<file path="src/breaker_failure_pkg.sv">
// Constants, types and register map of the breaker failure timer.
// Assumes a 50 MHz system clock and a 5 ms protection program cycle.

package breaker_failure_pkg;

    // ------------------------------------------------------------
    // Timing
    // ------------------------------------------------------------
    localparam int unsigned CLK_HZ        = 50_000_000;
    localparam int unsigned CLK_PER_US    = CLK_HZ / 1_000_000;
    localparam int unsigned CYCLE_US      = 5_000;
    localparam int unsigned CYCLE_CLKS    = CYCLE_US * CLK_PER_US;
    localparam int unsigned MS_US         = 1_000;
    localparam int unsigned MS_CLKS       = MS_US * CLK_PER_US;
    localparam int unsigned STEP_US       = 5_000;
    localparam int unsigned STEP_TICKS    = STEP_US / CYCLE_US;
    localparam int unsigned RETRIP_DEF_US = 100_000;
    localparam int unsigned FAIL_DEF_US   = 200_000;
    localparam logic [15:0] RETRIP_DEF    = 16'(RETRIP_DEF_US / STEP_US);
    localparam logic [15:0] FAIL_DEF      = 16'(FAIL_DEF_US / STEP_US);
    localparam int unsigned HIST_DEF      = 12;

    // ------------------------------------------------------------
    // Criteria, control bits, pins, events, counters
    // ------------------------------------------------------------
    localparam logic [1:0]  CRIT_CUR     = 2'h0;
    localparam logic [1:0]  CRIT_AND     = 2'h1;
    localparam logic [1:0]  CRIT_OR      = 2'h2;
    localparam logic [1:0]  CRIT_DI      = 2'h3;
    localparam int unsigned CTRL_CRIT    = 0;
    localparam int unsigned CTRL_RETRIP  = 2;
    localparam int unsigned CTRL_SUP_CUR = 3;
    localparam int unsigned CTRL_SUP_DO  = 4;
    localparam logic [4:0]  CTRL_RST     = 5'h04;
    localparam logic [15:0] MASK_RST     = 16'hFFFF;
    localparam int unsigned PIN_PH   = 0;
    localparam int unsigned PIN_RES  = 1;
    localparam int unsigned PIN_TRIP = 2;
    localparam int unsigned PIN_DI   = 3;
    localparam int unsigned PIN_BLK  = 4;
    localparam int unsigned PIN_N    = 5;
    localparam int unsigned EV_N     = 8;
    localparam int unsigned CNT_RETRIP = 0;
    localparam int unsigned CNT_FAIL   = 1;
    localparam int unsigned CNT_START  = 2;
    localparam int unsigned CNT_BLOCK  = 3;
    localparam int unsigned CNT_N      = 4;

    // ------------------------------------------------------------
    // Register offsets
    // ------------------------------------------------------------
    localparam logic [7:0] REG_CTRL   = 8'h00;
    localparam logic [7:0] REG_RETRIP = 8'h04;
    localparam logic [7:0] REG_FAIL   = 8'h08;
    localparam logic [7:0] REG_MASK   = 8'h0C;
    localparam logic [7:0] REG_STATUS = 8'h10;
    localparam logic [7:0] REG_CLR    = 8'h14;
    localparam logic [7:0] REG_C_RTR  = 8'h18;
    localparam logic [7:0] REG_C_FAIL = 8'h1C;
    localparam logic [7:0] REG_C_STRT = 8'h20;
    localparam logic [7:0] REG_C_BLK  = 8'h24;
    localparam logic [7:0] REG_R_SEL  = 8'h28;
    localparam logic [7:0] REG_R_STMP = 8'h2C;
    localparam logic [7:0] REG_R_INFO = 8'h30;
    localparam logic [7:0] REG_R_CUR  = 8'h34;
    localparam logic [7:0] REG_R_TIME = 8'h38;
    localparam logic [7:0] REG_R_FILL = 8'h3C;

    typedef enum logic [2:0] {ST_NORMAL, ST_START, ST_RETRIP, ST_FAIL, ST_BLOCKED} bf_state_t;

    typedef struct packed {
        logic [31:0] stamp;
        logic [2:0]  id;
        logic        on;
    } event_t;

    typedef struct packed {
        logic [31:0] stamp;
        logic [2:0]  id;
        logic [2:0]  group;
        logic [15:0] phase;
        logic [15:0] residual;
        logic [15:0] to_retrip;
        logic [15:0] to_fail;
    } record_t;

endpackage

</file>
<file path="src/breaker_failure_timer_logic.sv">
// Breaker failure supervision: pick-up criteria, delay timers, events,
// counters and record history. Assumes pick-up comparators, trip contact,
// trigger input and block arrive as asynchronous levels.
`timescale 1ns/1ps
`default_nettype none

module breaker_failure_timer_logic
    import breaker_failure_pkg::*;
#(
    parameter int unsigned CYCLE_CLKS_P = CYCLE_CLKS,
    parameter int unsigned MS_CLKS_P    = MS_CLKS,
    parameter int unsigned HIST_DEPTH   = HIST_DEF
) (
    input  wire logic        i_sys_clk,
    input  wire logic        i_reset,
    input  wire logic        i_phase_pickup,
    input  wire logic        i_residual_pickup,
    input  wire logic        i_trip_contact,
    input  wire logic        i_trigger_input,
    input  wire logic        i_block,
    input  wire logic [15:0] i_max_phase_current,
    input  wire logic [15:0] i_residual_current,
    input  wire logic [2:0]  i_setting_group,
    input  wire logic [7:0]  i_addr,
    input  wire logic [31:0] i_wdata,
    input  wire logic        i_wr,
    input  wire logic        i_rd,
    output logic      [31:0] o_rdata,
    output logic             o_start,
    output logic             o_retrip,
    output logic             o_breaker_failure_output,
    output logic             o_blocked,
    output logic             o_event_valid,
    output event_t           o_event
);

    localparam int unsigned PW = $clog2(HIST_DEPTH + 1);

    logic [31:0]    div_q;
    logic [31:0]    ms_div_q;
    logic [31:0]    stamp_q;
    logic           tick_q;
    logic [PIN_N-1:0] pin_w;
    logic [PIN_N-1:0] filt_q;
    logic [1:0]     crit_q;
    logic           retrip_en_q;
    logic           sup_cur_q;
    logic           sup_do_q;
    logic [15:0]    retrip_dly_q;
    logic [15:0]    fail_dly_q;
    logic [7:0]     on_mask_q;
    logic [7:0]     off_mask_q;
    bf_state_t      state_q;
    bf_state_t      state_d;
    logic [15:0]    timer_q;
    logic [15:0]    timer_d;
    logic [15:0]    timer_inc_w;
    logic [15:0]    retrip_ticks_w;
    logic [15:0]    fail_ticks_w;
    logic           cur_w;
    logic           trip_w;
    logic           blk_w;
    logic           pick_w;
    logic           retrip_hit_w;
    logic           fail_hit_w;
    logic [EV_N-1:0] mon_w;
    logic [EV_N-1:0] prev_q;
    logic [EV_N-1:0] diff_w;
    logic           ev_hit;
    logic [2:0]     ev_idx;
    logic           store_w;
    logic           rec_w;
    logic [CNT_N-1:0] inc_w;
    logic [CNT_N-1:0] clr_w;
    logic [15:0]    cnt_q [CNT_N];
    record_t        hist_q [HIST_DEPTH];
    record_t        rec_rd_w;
    logic [PW-1:0]  wr_ptr_q;
    logic [PW-1:0]  fill_q;
    logic [PW-1:0]  rec_sel_q;
    logic [PW:0]    back_w;
    logic [PW-1:0]  rd_idx_w;
    logic           rec_ok_w;
    logic [15:0]    to_rtr_w;
    logic [15:0]    to_fail_w;
    logic [31:0]    rdata_w;

    // ------------------------------------------------------------
    // Program cycle tick and millisecond time stamp
    // ------------------------------------------------------------
    // Both rates are enables from two separate free-running dividers, no second clock
    always_ff @(posedge i_sys_clk) begin
        if (i_reset) begin
            div_q  <= '0;
            tick_q <= 1'b0;
        end else begin
            tick_q <= (div_q == 32'(CYCLE_CLKS_P - 1));
            div_q  <= (div_q == 32'(CYCLE_CLKS_P - 1)) ? '0 : div_q + 32'h1;
        end
    end

    always_ff @(posedge i_sys_clk) begin
        if (i_reset) begin
            ms_div_q <= '0;
            stamp_q  <= '0;
        end else if (ms_div_q == 32'(MS_CLKS_P - 1)) begin
            ms_div_q <= '0;
            stamp_q  <= stamp_q + 32'h1;
        end else begin
            ms_div_q <= ms_div_q + 32'h1;
        end
    end

    // ------------------------------------------------------------
    // Input synchronisers
    // ------------------------------------------------------------
    assign pin_w = {i_block, i_trigger_input, i_trip_contact,
                    i_residual_pickup, i_phase_pickup};

    // Three stages; level accepted only when stages two and three agree
    for (genvar k = 0; k < PIN_N; k++) begin : g_sync
        logic [2:0] sh_q;
        always_ff @(posedge i_sys_clk) begin
            if (i_reset) begin
                sh_q      <= '0;
                filt_q[k] <= 1'b0;
            end else begin
                sh_q <= {sh_q[1:0], pin_w[k]};
                if (sh_q[1] == sh_q[2]) begin
                    filt_q[k] <= sh_q[2];
                end
            end
        end
    end

    // ------------------------------------------------------------
    // Pick-up criterion
    // ------------------------------------------------------------
    assign cur_w  = filt_q[PIN_PH] | filt_q[PIN_RES];
    assign trip_w = filt_q[PIN_TRIP];
    assign blk_w  = filt_q[PIN_BLK];
    assign pick_w = (crit_q == CRIT_CUR) ? cur_w :
                    (crit_q == CRIT_AND) ? (cur_w & trip_w) :
                    (crit_q == CRIT_OR)  ? (cur_w | trip_w) :
                    (filt_q[PIN_DI] & (cur_w | !sup_cur_q)
                                    & (trip_w | !sup_do_q));

    // ------------------------------------------------------------
    // Delay timers
    // ------------------------------------------------------------
    // Settings are in 5 ms steps, converted to program cycle ticks
    assign retrip_ticks_w = 16'(retrip_dly_q * STEP_TICKS);
    assign fail_ticks_w   = 16'(fail_dly_q * STEP_TICKS);
    assign timer_inc_w    = (timer_q == 16'hFFFF) ? timer_q : timer_q + 16'h1;
    assign retrip_hit_w   = retrip_en_q && (timer_inc_w >= retrip_ticks_w);
    assign fail_hit_w     = timer_inc_w >= fail_ticks_w;

    // One timer serves both outputs since one pick-up starts both
    always_comb begin
        state_d = state_q;
        timer_d = timer_q;
        if (tick_q) begin
            if (!pick_w) begin
                state_d = ST_NORMAL;
                timer_d = '0;
            end else if (blk_w) begin
                state_d = ST_BLOCKED;
                timer_d = '0;
            end else begin
                timer_d = timer_inc_w;
                state_d = fail_hit_w ? ST_FAIL : retrip_hit_w ? ST_RETRIP : ST_START;
            end
        end
    end

    // Outputs are flops fed from the same next-state decision
    always_ff @(posedge i_sys_clk) begin
        if (i_reset) begin
            state_q <= ST_NORMAL;
            timer_q <= '0;
            o_start <= 1'b0;
            o_retrip <= 1'b0;
            o_breaker_failure_output <= 1'b0;
            o_blocked <= 1'b0;
        end else begin
            state_q <= state_d;
            timer_q <= timer_d;
            o_start <= (state_d != ST_NORMAL) && (state_d != ST_BLOCKED);
            o_retrip <= (state_d == ST_RETRIP) || ((state_d == ST_FAIL) && retrip_en_q
                        && (timer_d >= retrip_ticks_w));
            o_breaker_failure_output <= (state_d == ST_FAIL);
            o_blocked <= (state_d == ST_BLOCKED);
        end
    end

    // ------------------------------------------------------------
    // Events
    // ------------------------------------------------------------
    assign mon_w  = {filt_q[PIN_RES], filt_q[PIN_PH], filt_q[PIN_DI], trip_w,
                     blk_w, o_breaker_failure_output, o_retrip, o_start};
    assign diff_w = mon_w ^ prev_q;

    // Lowest changed bit first; each other waits one cycle per lower change, and is lost if it reverts first
    always_comb begin
        ev_hit = 1'b0;
        ev_idx = '0;
        for (int k = EV_N - 1; k >= 0; k--) begin
            if (diff_w[k]) begin
                ev_hit = 1'b1;
                ev_idx = 3'(k);
            end
        end
    end

    assign store_w = ev_hit && (mon_w[ev_idx] ? on_mask_q[ev_idx] : off_mask_q[ev_idx]);
    assign rec_w   = store_w && mon_w[ev_idx];

    always_ff @(posedge i_sys_clk) begin
        if (i_reset) begin
            prev_q        <= '0;
            o_event_valid <= 1'b0;
            o_event       <= '0;
        end else begin
            o_event_valid <= store_w;
            if (ev_hit) begin
                prev_q[ev_idx] <= mon_w[ev_idx];
            end
            if (store_w) begin
                o_event <= '{stamp: stamp_q, id: ev_idx, on: mon_w[ev_idx]};
            end
        end
    end

    // ------------------------------------------------------------
    // Cumulative counters
    // ------------------------------------------------------------
    assign inc_w = {state_d == ST_BLOCKED && !o_blocked,
                    state_d != ST_NORMAL && state_d != ST_BLOCKED && !o_start,
                    state_d == ST_FAIL && !o_breaker_failure_output,
                    state_d == ST_RETRIP && !o_retrip};
    assign clr_w = (i_wr && i_addr == REG_CLR) ? i_wdata[CNT_N-1:0] : '0;

    // A count that lands with a clear survives as one
    for (genvar k = 0; k < CNT_N; k++) begin : g_cnt
        always_ff @(posedge i_sys_clk) begin
            if (i_reset) begin
                cnt_q[k] <= '0;
            end else if (inc_w[k]) begin
                cnt_q[k] <= clr_w[k] ? 16'h0001 : cnt_q[k] + 16'h0001;
            end else if (clr_w[k]) begin
                cnt_q[k] <= '0;
            end
        end
    end

    // ------------------------------------------------------------
    // Record history
    // ------------------------------------------------------------
    assign to_rtr_w  = (retrip_ticks_w > timer_q) ? retrip_ticks_w - timer_q : '0;
    assign to_fail_w = (fail_ticks_w > timer_q) ? fail_ticks_w - timer_q : '0;

    // Ring buffer; the newest entry overwrites the oldest
    always_ff @(posedge i_sys_clk) begin
        if (i_reset) begin
            wr_ptr_q <= '0;
            fill_q   <= '0;
        end else if (rec_w) begin
            hist_q[wr_ptr_q] <= '{stamp: stamp_q, id: ev_idx, group: i_setting_group,
                                  phase: i_max_phase_current, residual: i_residual_current,
                                  to_retrip: to_rtr_w, to_fail: to_fail_w};
            wr_ptr_q <= (wr_ptr_q == PW'(HIST_DEPTH - 1)) ? '0 : wr_ptr_q + PW'(1);
            if (fill_q != PW'(HIST_DEPTH)) begin
                fill_q <= fill_q + PW'(1);
            end
        end
    end

    // Selector 0 reads the newest record
    assign back_w   = (PW+1)'(wr_ptr_q) + (PW+1)'(HIST_DEPTH - 1) - (PW+1)'(rec_sel_q);
    assign rd_idx_w = (back_w >= (PW+1)'(HIST_DEPTH)) ? PW'(back_w - (PW+1)'(HIST_DEPTH))
                                                      : PW'(back_w);
    assign rec_ok_w = rec_sel_q < fill_q;
    assign rec_rd_w = rec_ok_w ? hist_q[rd_idx_w] : '0;

    // ------------------------------------------------------------
    // Register port
    // ------------------------------------------------------------
    always_ff @(posedge i_sys_clk) begin
        if (i_reset) begin
            {sup_do_q, sup_cur_q, retrip_en_q, crit_q} <= CTRL_RST;
            retrip_dly_q <= RETRIP_DEF;
            fail_dly_q   <= FAIL_DEF;
            {off_mask_q, on_mask_q} <= MASK_RST;
            rec_sel_q <= '0;
        end else if (i_wr) begin
            if (i_addr == REG_CTRL) begin
                crit_q      <= i_wdata[CTRL_CRIT +: 2];
                retrip_en_q <= i_wdata[CTRL_RETRIP];
                sup_cur_q   <= i_wdata[CTRL_SUP_CUR];
                sup_do_q    <= i_wdata[CTRL_SUP_DO];
            end
            if (i_addr == REG_RETRIP) retrip_dly_q <= i_wdata[15:0];
            if (i_addr == REG_FAIL) fail_dly_q <= i_wdata[15:0];
            if (i_addr == REG_MASK) {off_mask_q, on_mask_q} <= i_wdata[15:0];
            if (i_addr == REG_R_SEL) rec_sel_q <= i_wdata[PW-1:0];
        end
    end

    // Unmapped offsets read as zero
    assign rdata_w =
        (i_addr == REG_CTRL)   ? {27'h0, sup_do_q, sup_cur_q, retrip_en_q, crit_q} :
        (i_addr == REG_RETRIP) ? {16'h0, retrip_dly_q} :
        (i_addr == REG_FAIL)   ? {16'h0, fail_dly_q} :
        (i_addr == REG_MASK)   ? {16'h0, off_mask_q, on_mask_q} :
        (i_addr == REG_STATUS) ? {21'h0, mon_w, state_q} :
        (i_addr == REG_C_RTR)  ? {16'h0, cnt_q[CNT_RETRIP]} :
        (i_addr == REG_C_FAIL) ? {16'h0, cnt_q[CNT_FAIL]} :
        (i_addr == REG_C_STRT) ? {16'h0, cnt_q[CNT_START]} :
        (i_addr == REG_C_BLK)  ? {16'h0, cnt_q[CNT_BLOCK]} :
        (i_addr == REG_R_SEL)  ? 32'(rec_sel_q) :
        (i_addr == REG_R_STMP) ? rec_rd_w.stamp :
        (i_addr == REG_R_INFO) ? {26'h0, rec_rd_w.group, rec_rd_w.id} :
        (i_addr == REG_R_CUR)  ? {rec_rd_w.phase, rec_rd_w.residual} :
        (i_addr == REG_R_TIME) ? {rec_rd_w.to_retrip, rec_rd_w.to_fail} :
        (i_addr == REG_R_FILL) ? 32'(fill_q) : 32'h0;

    always_ff @(posedge i_sys_clk) begin
        if (i_reset) begin
            o_rdata <= '0;
        end else begin
            o_rdata <= i_rd ? rdata_w : '0;
        end
    end
endmodule

`default_nettype wire

</file>
<file path="config.mk">
export PLATFORM = sky130hd
export DESIGN_NAME = breaker_failure_timer_logic
export DESIGN_NICKNAME = d
export VERILOG_FILES = /design/src/breaker_failure_pkg.sv /design/src/breaker_failure_timer_logic.sv
export SDC_FILE = /design/constraint.sdc
export NUM_CORES = 2
export LEC_CHECK = 0
export BUFFER_PORTS_ARGS = -buffer_cell sky130_fd_sc_hd__buf_2
export CAP_MARGIN = 25
export CORE_ASPECT_RATIO = 0.5
export CORE_MARGIN = 3
export CORE_UTILIZATION = 30
export DETAILED_ROUTE_END_ITERATION = 10
export SYNTH_ARGS = -nofsm -noshare
export SYNTH_HDL_FRONTEND = slang
export SYNTH_SLANG_ARGS = --single-unit
export TNS_END_PERCENT = 30
</file>
<file path="constraint.sdc">
create_clock -name i_sys_clk -period 13.9 [get_ports i_sys_clk]
set_clock_uncertainty 0.1 [all_clocks]
set_input_delay 0.695 -clock i_sys_clk [delete_from_list [all_inputs] [get_ports i_sys_clk]]
set_output_delay 0.695 -clock i_sys_clk [all_outputs]
set_load 0.02 [all_outputs]
</file>
# Yosys cells after proc, flatten, opt, wreduce, memory -nomap -nowiden
# Memory sizes are Yosys's and may differ from the RTL's.
# Index checks and enable logic that the tools add are counted.
[totals] ram_bits=1288 ff_bits=282 elab_cells=250 output_inout_bits=73 memories=2 inputBits=84
[classes] eq_ne=31 bitwise_logic=17 n_reduce_logical=33 order_cmp=9 muxes=104 addsub=15
[memory_table] name="hist_q" depth=12 word_bits=102 rd=1 rd_ports_with_merged_regs=0 wr=1 line="breaker_failure_timer_logic.sv:76" source="record_t hist_q [HIST_DEPTH];"
[memory_table] name="cnt_q" depth=4 word_bits=16 rd=4 rd_ports_with_merged_regs=0 wr=4 line="breaker_failure_timer_logic.sv:75" source="logic [15:0] cnt_q [CNT_N];"
[op_table] op="2-to-1 mux 16 bit" n=27
[op_table] op="2-to-1 mux 32 bit" n=4
[op_table] op="2-to-1 mux 102 bit" n=1
[op_table] op="adder 32 x 1 -> 32 bit (second input constant)" n=3
[op_table] op="adder 16 x 1 -> 16 bit (second input constant)" n=5
[op_table] op="== test 8 x 6 -> 1 bit (second input constant)" n=8
[op_table] op="2-to-1 mux 1 bit" n=49
[op_table] op="greater-or-equal comparator 16 bit" n=3
[op_table] op="2-to-1 mux 3 bit" n=11
[op_table] op="== test 32 x 16 -> 1 bit (second input constant)" n=1
[op_table] op="== test 32 x 18 -> 1 bit (second input constant)" n=1
[op_table] op="== test 8 x 5 -> 1 bit (second input constant)" n=4
[op_table] op="> comparator 16 bit" n=2
[op_table] op="subtractor 16 bit" n=2
[op_table] op="== test 16 bit (second input constant)" n=1
[op_table] op="== test 8 x 4 -> 1 bit (second input constant)" n=2
[op_table] op="2-to-1 mux 4 bit" n=4
[op_table] op="logical AND 1 bit" n=12
[op_table] op="bitwise OR 1 bit" n=12
[op_table] op="AND reduction 2 bit" n=6
[op_table] op="OR reduction 12 bit" n=1
[op_table] op="binary-select mux 1 bit (select 3 bit)" n=3
[op_table] op="adder 4 x 1 -> 4 bit (second input constant)" n=2
[op_table] op="bitwise mux 8 bit" n=1
[op_table] op="other kinds (29)" n=44

# Logic depth before layout (Yosys ltp)
# An unclocked memory read counts as a cell.
[depth] depth_word=20 depth_mapped=21 mapped_depth_nobuf=19

# Worst setup path before layout
# Ideal clock, no wire load.
[synth_timing] path_type="reg-to-reg" startpoint="reg o_breaker_failure_output" endpoint="mem hist_q[3][0] in the netlist's numbering (enable)" t_required_ns=13.236 n_path_buf=0 path_slack_ns=6.681 stages_incl_launch_ff=12 setup_time_ns=0.564 synth_period_minus_slack_ns=7.219 t_arrival_ns=6.556 path_cell_list="dfxtp_1 > xor2_1 > o21ba_2 > and2_4 > o21ai_4 > inv_4 > mux2_4 > o221ai_2 > and3b_4 > and2_1 > nand2_1 > nor2_1"
[synth_between] elab_chain_len=12 elab_cells_between_ends=19 cone_classes="16 x mux; 1 x bitwise; 2 x reduce/logical"
[synth_lines] element="start, declared" line="breaker_failure_timer_logic.sv:31" source="output logic o_breaker_failure_output,"
[synth_lines] element="start signal, assigned" line="breaker_failure_timer_logic.sv:191" source="o_breaker_failure_output <= (state_d == ST_FAIL);"
[synth_lines] element="bitwise XOR 8 bit *" line="breaker_failure_timer_logic.sv:201" source="assign diff_w = mon_w ^ prev_q;"
[synth_lines] element="2-to-1 mux 3 bit * (3 in a row)" line="breaker_failure_timer_logic.sv:208" source="if (diff_w[k]) begin"
[synth_lines] element="via ev_idx[0]" line="breaker_failure_timer_logic.sv:70" source="logic [2:0] ev_idx;"
[synth_lines] element="binary-select mux 1 bit (select 3 bit) (on tied branches)" line="breaker_failure_timer_logic.sv:215, breaker_failure_timer_logic.sv:216"
[synth_lines] element="2-to-1 mux 1 bit (on tied branches)" line="breaker_failure_timer_logic.sv:215, breaker_failure_timer_logic.sv:216"
[synth_lines] element="2-to-1 mux 1 bit" line="breaker_failure_timer_logic.sv:215" source="assign store_w = ev_hit && (mon_w[ev_idx] ? on_mask_q[ev_idx] : off_mask_q[ev_idx]);"
[synth_lines] element="logical AND 1 bit" line="breaker_failure_timer_logic.sv:215"
[synth_lines] element="logical AND 1 bit *" line="breaker_failure_timer_logic.sv:216" source="assign rec_w = store_w && mon_w[ev_idx];"
[synth_lines] element="2-to-1 mux 1 bit *" line="breaker_failure_timer_logic.sv:267" source="end else if (rec_w) begin"
[synth_lines] element="2-to-1 mux 1 bit *" line="breaker_failure_timer_logic.sv:264" source="if (i_reset) begin"
[synth_lines] element="2-to-1 mux 1 bit (implied by the code) *" line="breaker_failure_timer_logic.sv:268" source="hist_q[wr_ptr_q] <= '{stamp: stamp_q, id: ev_idx, group: i_setting_group,"
[synth_lines] element="end, declared" line="breaker_failure_timer_logic.sv:76"
# Mark *: on every way through the listed nets, which the timed path passes. The rest lies on a longest branch. The select of a mux whose other input is x is not followed.

# Final worst setup path
[layout_timing] startpoint="reg filt_q[4], in the netlist blk_w" endpoint="mem hist_q[0][25] in the netlist's numbering (enable)"
[layout_between] elab_chain_len=13 elab_cells_between_ends=21 cone_classes="18 x mux; 1 x bitwise; 2 x reduce/logical"
[layout_lines] element="start, declared" line="breaker_failure_timer_logic.sv:44" source="logic [PIN_N-1:0] filt_q;"
[layout_lines] element="start signal, assigned by index" line="breaker_failure_timer_logic.sv:130" source="filt_q[k] <= sh_q[2];"
[layout_lines] element="bitwise XOR 8 bit *" line="breaker_failure_timer_logic.sv:201"
[layout_lines] element="2-to-1 mux 3 bit * (4 in a row)" line="breaker_failure_timer_logic.sv:208"
[layout_lines] element="via ev_idx[0]" line="breaker_failure_timer_logic.sv:70"
[layout_lines] element="binary-select mux 1 bit (select 3 bit) (on tied branches)" line="breaker_failure_timer_logic.sv:215, breaker_failure_timer_logic.sv:216"
[layout_lines] element="2-to-1 mux 1 bit (on tied branches)" line="breaker_failure_timer_logic.sv:215, breaker_failure_timer_logic.sv:216"
[layout_lines] element="2-to-1 mux 1 bit" line="breaker_failure_timer_logic.sv:215"
[layout_lines] element="logical AND 1 bit" line="breaker_failure_timer_logic.sv:215"
[layout_lines] element="logical AND 1 bit *" line="breaker_failure_timer_logic.sv:216"
[layout_lines] element="2-to-1 mux 1 bit *" line="breaker_failure_timer_logic.sv:267"
[layout_lines] element="2-to-1 mux 1 bit *" line="breaker_failure_timer_logic.sv:264"
[layout_lines] element="2-to-1 mux 1 bit (implied by the code) *" line="breaker_failure_timer_logic.sv:268"
# Marked as above.

==> flow_summary.rst <==
.. list-table::
   :header-rows: 1

   * - Metric
     - Value
   * - Status
     - finished, final reports clean
   * - Sw power
     - 1.837 mW
   * - Final cell count without fillers
     - 7458
   * - Kind of start point of the critical path
     - register
   * - Worst path arrival time
     - 6.40 ns
   * - Most frequent cells in the layout
     - edfxtp_1 (1288), nor2_1 (376), nand2_1 (324), mux4_2 (300), dfxtp_1 (282)
   * - TritonRoute pass-1 iters
     - 8
   * - Met1 demand-to-capacity share in global routing
     - 20.56%
   * - Ordered list of cells on the worst path
     - xor2_1 > o21ba_2 > and2_4 > o21ai_4 > inv_4 > mux2_4 > o221ai_2 > and3b_4 > and2_1 > nand2_1 > nor2_4 > buf_4 > buf_4
   * - Post-synthesis cell type count
     - approximately 100
   * - DP Worst Slack
     - ~7.8 ns
   * - Xor/xnor cell area share of the yosys netlist
     - under 10%
   * - Library cell contributing the largest single delay on the critical path
     - buf_4
   * - Routed via count
     - a little under 40000
   * - Total power divided by cell area
     - 125.3 mW/mm2
   * - Cells after Synth
     - 4270
   * - Post-synthesis instance area
     - 0.06531 mm2
   * - Clock network latency to the later pin of the worst-skew pair
     - about 0.78 ns
   * - Leakage power summed over all cells
     - about 25 nW
   * - Std-Cell Core Area
     - 0.2153 mm2
   * - Slew Viols, Final
     - 0
   * - Portion of the clock cycle consumed by the worst path in the final layout
     - between 40 and 50%
   * - DRC marker count from the first detailed-route iteration
     - approximately 3900
   * - Headroom to the max-slew limit
     - between 10% and 20%
   * - Count of synthesis-stage warnings from yosys
     - 0
   * - Overall track demand over capacity in global routing
     - between 10% and 20%
   * - Setup repair after global routing missed its margin
     - no
   * - Dominant synthesized flop cell
     - edfxtp_1
   * - Hold Slack
     - 0.05962 ns
   * - Final hold viol count
     - 0
   * - Part of the Yosys area used for sequential elements
     - 67.86%
   * - Maximum Capacitance Violations
     - 0
   * - Met2 usage in global routing
     - between 20% and 30%
   * - Total power
     - around 9.4 mW
   * - Total I/O pin count
     - about 160
   * - Combinational family with the most area after synthesis
     - multiplexers
   * - Detailed-placement wirelength estimate
     - ~110000 um
   * - Largest net degree at the start of global routing
     - between 100 and 150
   * - Data required time at the worst endpoint
     - ~14 ns
   * - Endpoint type of the worst setup path
     - register
   * - Clk buf depth
     - 3
   * - Remaining antenna violation count after routing
     - 0
   * - Compound-Gate Fraction of Synth Area
     - ~5.7%
   * - GR met3 Demand/Resource
     - under 10%
   * - Net switching fraction of the power
     - 19.61%
   * - Number of buffers created by CTS
     - around 150
   * - Path class of the lowest-slack min-delay path
     - primary input to register
   * - Library cell with the largest summed area after synthesis
     - edfxtp_1
   * - Fraction of synthesized cell area taken by the top area cell type
     - 59.22%
   * - Worst ir drop on vdd
     - between 0.09 and 0.1 mV
   * - Sequential cell fraction of total power
     - between 50% and 60%
   * - #FFs+latches synth
     - roughly 1600
   * - Synthesized Nets
     - 4462
   * - Setup total negative slack
     - 0 ns
   * - Number of fill cells
     - 20430
   * - Synthesis-to-layout area growth
     - 14.44%
   * - DRC violation count after routing
     - 0
   * - Count of nets after finishing
     - 4655
   * - Post-CTS repair timing setup buffer count
     - 0
   * - Instance area after placement
     - 0.06951 mm2
   * - CTS root buf
     - clkbuf_16
   * - Via-per-instance ratio
     - between 5 and 6
   * - Clock share of power
     - 44.8%
   * - Adder-cell area share of the yosys netlist
     - 2.103%
   * - Routed wirelength normalized by instance count
     - around 24 um
   * - Post-Layout Inst Area
     - 0.07475 mm2
   * - Antenna violations before repair
     - 25
   * - Cell count after placement
     - approximately 7200
   * - Area enclosed by the die boundary
     - around 0.22 mm2
   * - Initial cell density of the core
     - between 30% and 40%
   * - Height of the die
     - around 340 um
   * - Proportion of synthesized area in mux cells
     - 11.50%
   * - Proportion of layout cells with a drive suffix above 1
     - a little under a fifth
   * - Global-route wire length before repair
     - ~260000 um
   * - Clock sink count
     - approximately 1600
   * - Most common cell on crit path
     - buf_4
   * - Post-layout min period
     - slightly above 6 ns
   * - Critical path class
     - register to register
   * - Global route hottest layer
     - met2
   * - I/O Buffers
     - 140
   * - Global route overflow
     - 0
   * - Post-synth EDFFs
     - 1288
   * - Core occupancy in the finished layout
     - between 30% and 40%
   * - Relative contribution of combinational cells to total power
     - 1.1%
   * - Critical Path Fanout Max
     - between 40 and 50
   * - Top cells by area in the synthesized netlist
     - edfxtp_1 (59%), mux4_2 (10%), dfxtp_1 (8.6%), nor2_1 (2.2%), ha_1 (2.0%)
   * - H-tree levels
     - 4
   * - Final number of setup-violating endpoints
     - 0
   * - Clock-pin slew on the worst setup and hold paths
     - 0.06 ns
   * - Global placer's final weighted congestion
     - approximately 0.9
   * - Via count of the first global-routing pass
     - 38650
   * - CTS tree
     - yes
   * - Achievable frequency
     - roughly 160 MHz
   * - Worst Slack Setup Final
     - around 8 ns
   * - Share of flip-flops with an asynchronous set or reset after synthesis
     - 0%
   * - Average footprint of a synthesized cell
     - between 15 and 20 um2
   * - Most common library cell in the layout ignoring fill and taps
     - edfxtp_1
   * - Die Span X
     - between 600 and 700 um
   * - Peak per-stage delay on the critical path
     - just under 0.9 ns
   * - Cell-internal power
     - 7.530 mW
   * - Post-CTS sizing
     - 0
   * - Std cell rows
     - 120
   * - Synthesized-area fraction occupied by and/or/nand/nor cells
     - a little over 8%
   * - Actual slew at the worst max-slew pin
     - roughly 1.2 ns
   * - Detailed-route wire length
     - between 150000 and 200000 um
-- routing by layer --
metal | routed length (um) | up-vias
met2 | 86110 | 1470
met3 | 10910 | 292
li1 | - | 16840
met1 | 74360 | 20060
met5 | 0 | -
met4 | 5290 | 0
-- path summary, 6_finish.rpt --
check	cells past startpoint	end	start	slack, ns
worst min-delay path	2	g_sync[2].sh_q[0]	i_trip_contact	0.06
worst max register to register	13	hist_q[0][25]	blk_w	7.80
worst min register to register	1	g_sync[1].sh_q[1]	g_sync[1].sh_q[0]	0.34
worst max-delay path	13	hist_q[0][25]	blk_w	7.80
-- sequential cells by signal, summed over array words and instances, names as in the netlist, 16 cells and up --
signal        cells
div_q            32
fail_dly_q       16
ms_div_q         32
timer_q          16
o_event          36
hist_q         1224
o_rdata          32
stamp_q          32
cnt_q            64
retrip_dly_q     16
-- worst max-delay path, delay by kind of cell (launching register included) --
family	cells	cell delay, ns
flip-flops	1	0.67
AND/OR/NAND/NOR	5	1.96
buffers and inverters	3	1.76
AO/OA/AOI/OAI	3	0.66
XOR/XNOR	1	0.20
multiplexers	1	0.26
-- power by group through the flow --
stage	clock network (mW)	logic [mW]	registers, mW
4_1_cts	4.28	0.104	5.06
5_1_grt	4.47	0.114	5.06
3_3_place_gp	0	0.0987	5.16
2_1_floorplan	0	0.0518	5.16
6_report	4.20	0.106	5.06
3_5_place_dp	0	0.103	5.17
-- cell type report --
cell class                      instances  area [um2]  area share [%]
Clock inverter                         65       778.2           1.041
Antenna cell                            9       22.52         0.03013
Multi-Input combinational cell       2409       19840           26.54
Clock buffer                          210        4269           5.711
Timing Repair Buffer                  226        1543           2.064
Inverter                              102       385.4          0.5156
Sequential cell                      1570       44320           59.30
Tap cell                             2867        3587           4.799
-- synth_stat cells (all sizes together), types with 31 or more instances --
cell,n
nand2,329
nor3,50
a21oi,190
xor2,92
o22ai,57
ha,105
and3,47
inv,102
xnor2,91
dfxtp,282
a22oi,60
nor2,404
nor2b,31
o21ai,135
edfxtp,1288
mux2i,67
clkbuf,96
mux4,300
nand4,40
buf,93
nand3,126
-- what timing repair did --
action / 4_1_cts / 5_1_grt
hold buffers: 1 / 0
hold endpoints to repair: 1 / 0
endpoints found under the setup margin: 0 / 0
-- kinds of logic after synthesis --
kind of cell             count (synthesis)
XOR/XNOR                               183
adder cells (fa/ha/maj)                108
AO/OA/AOI/OAI                          592
multiplexers                           374
buffers and inverters                  291
flip-flops                            1570
AND/OR/NAND/NOR                       1152
No activity file was read; power rests on OpenSTA's default activity.
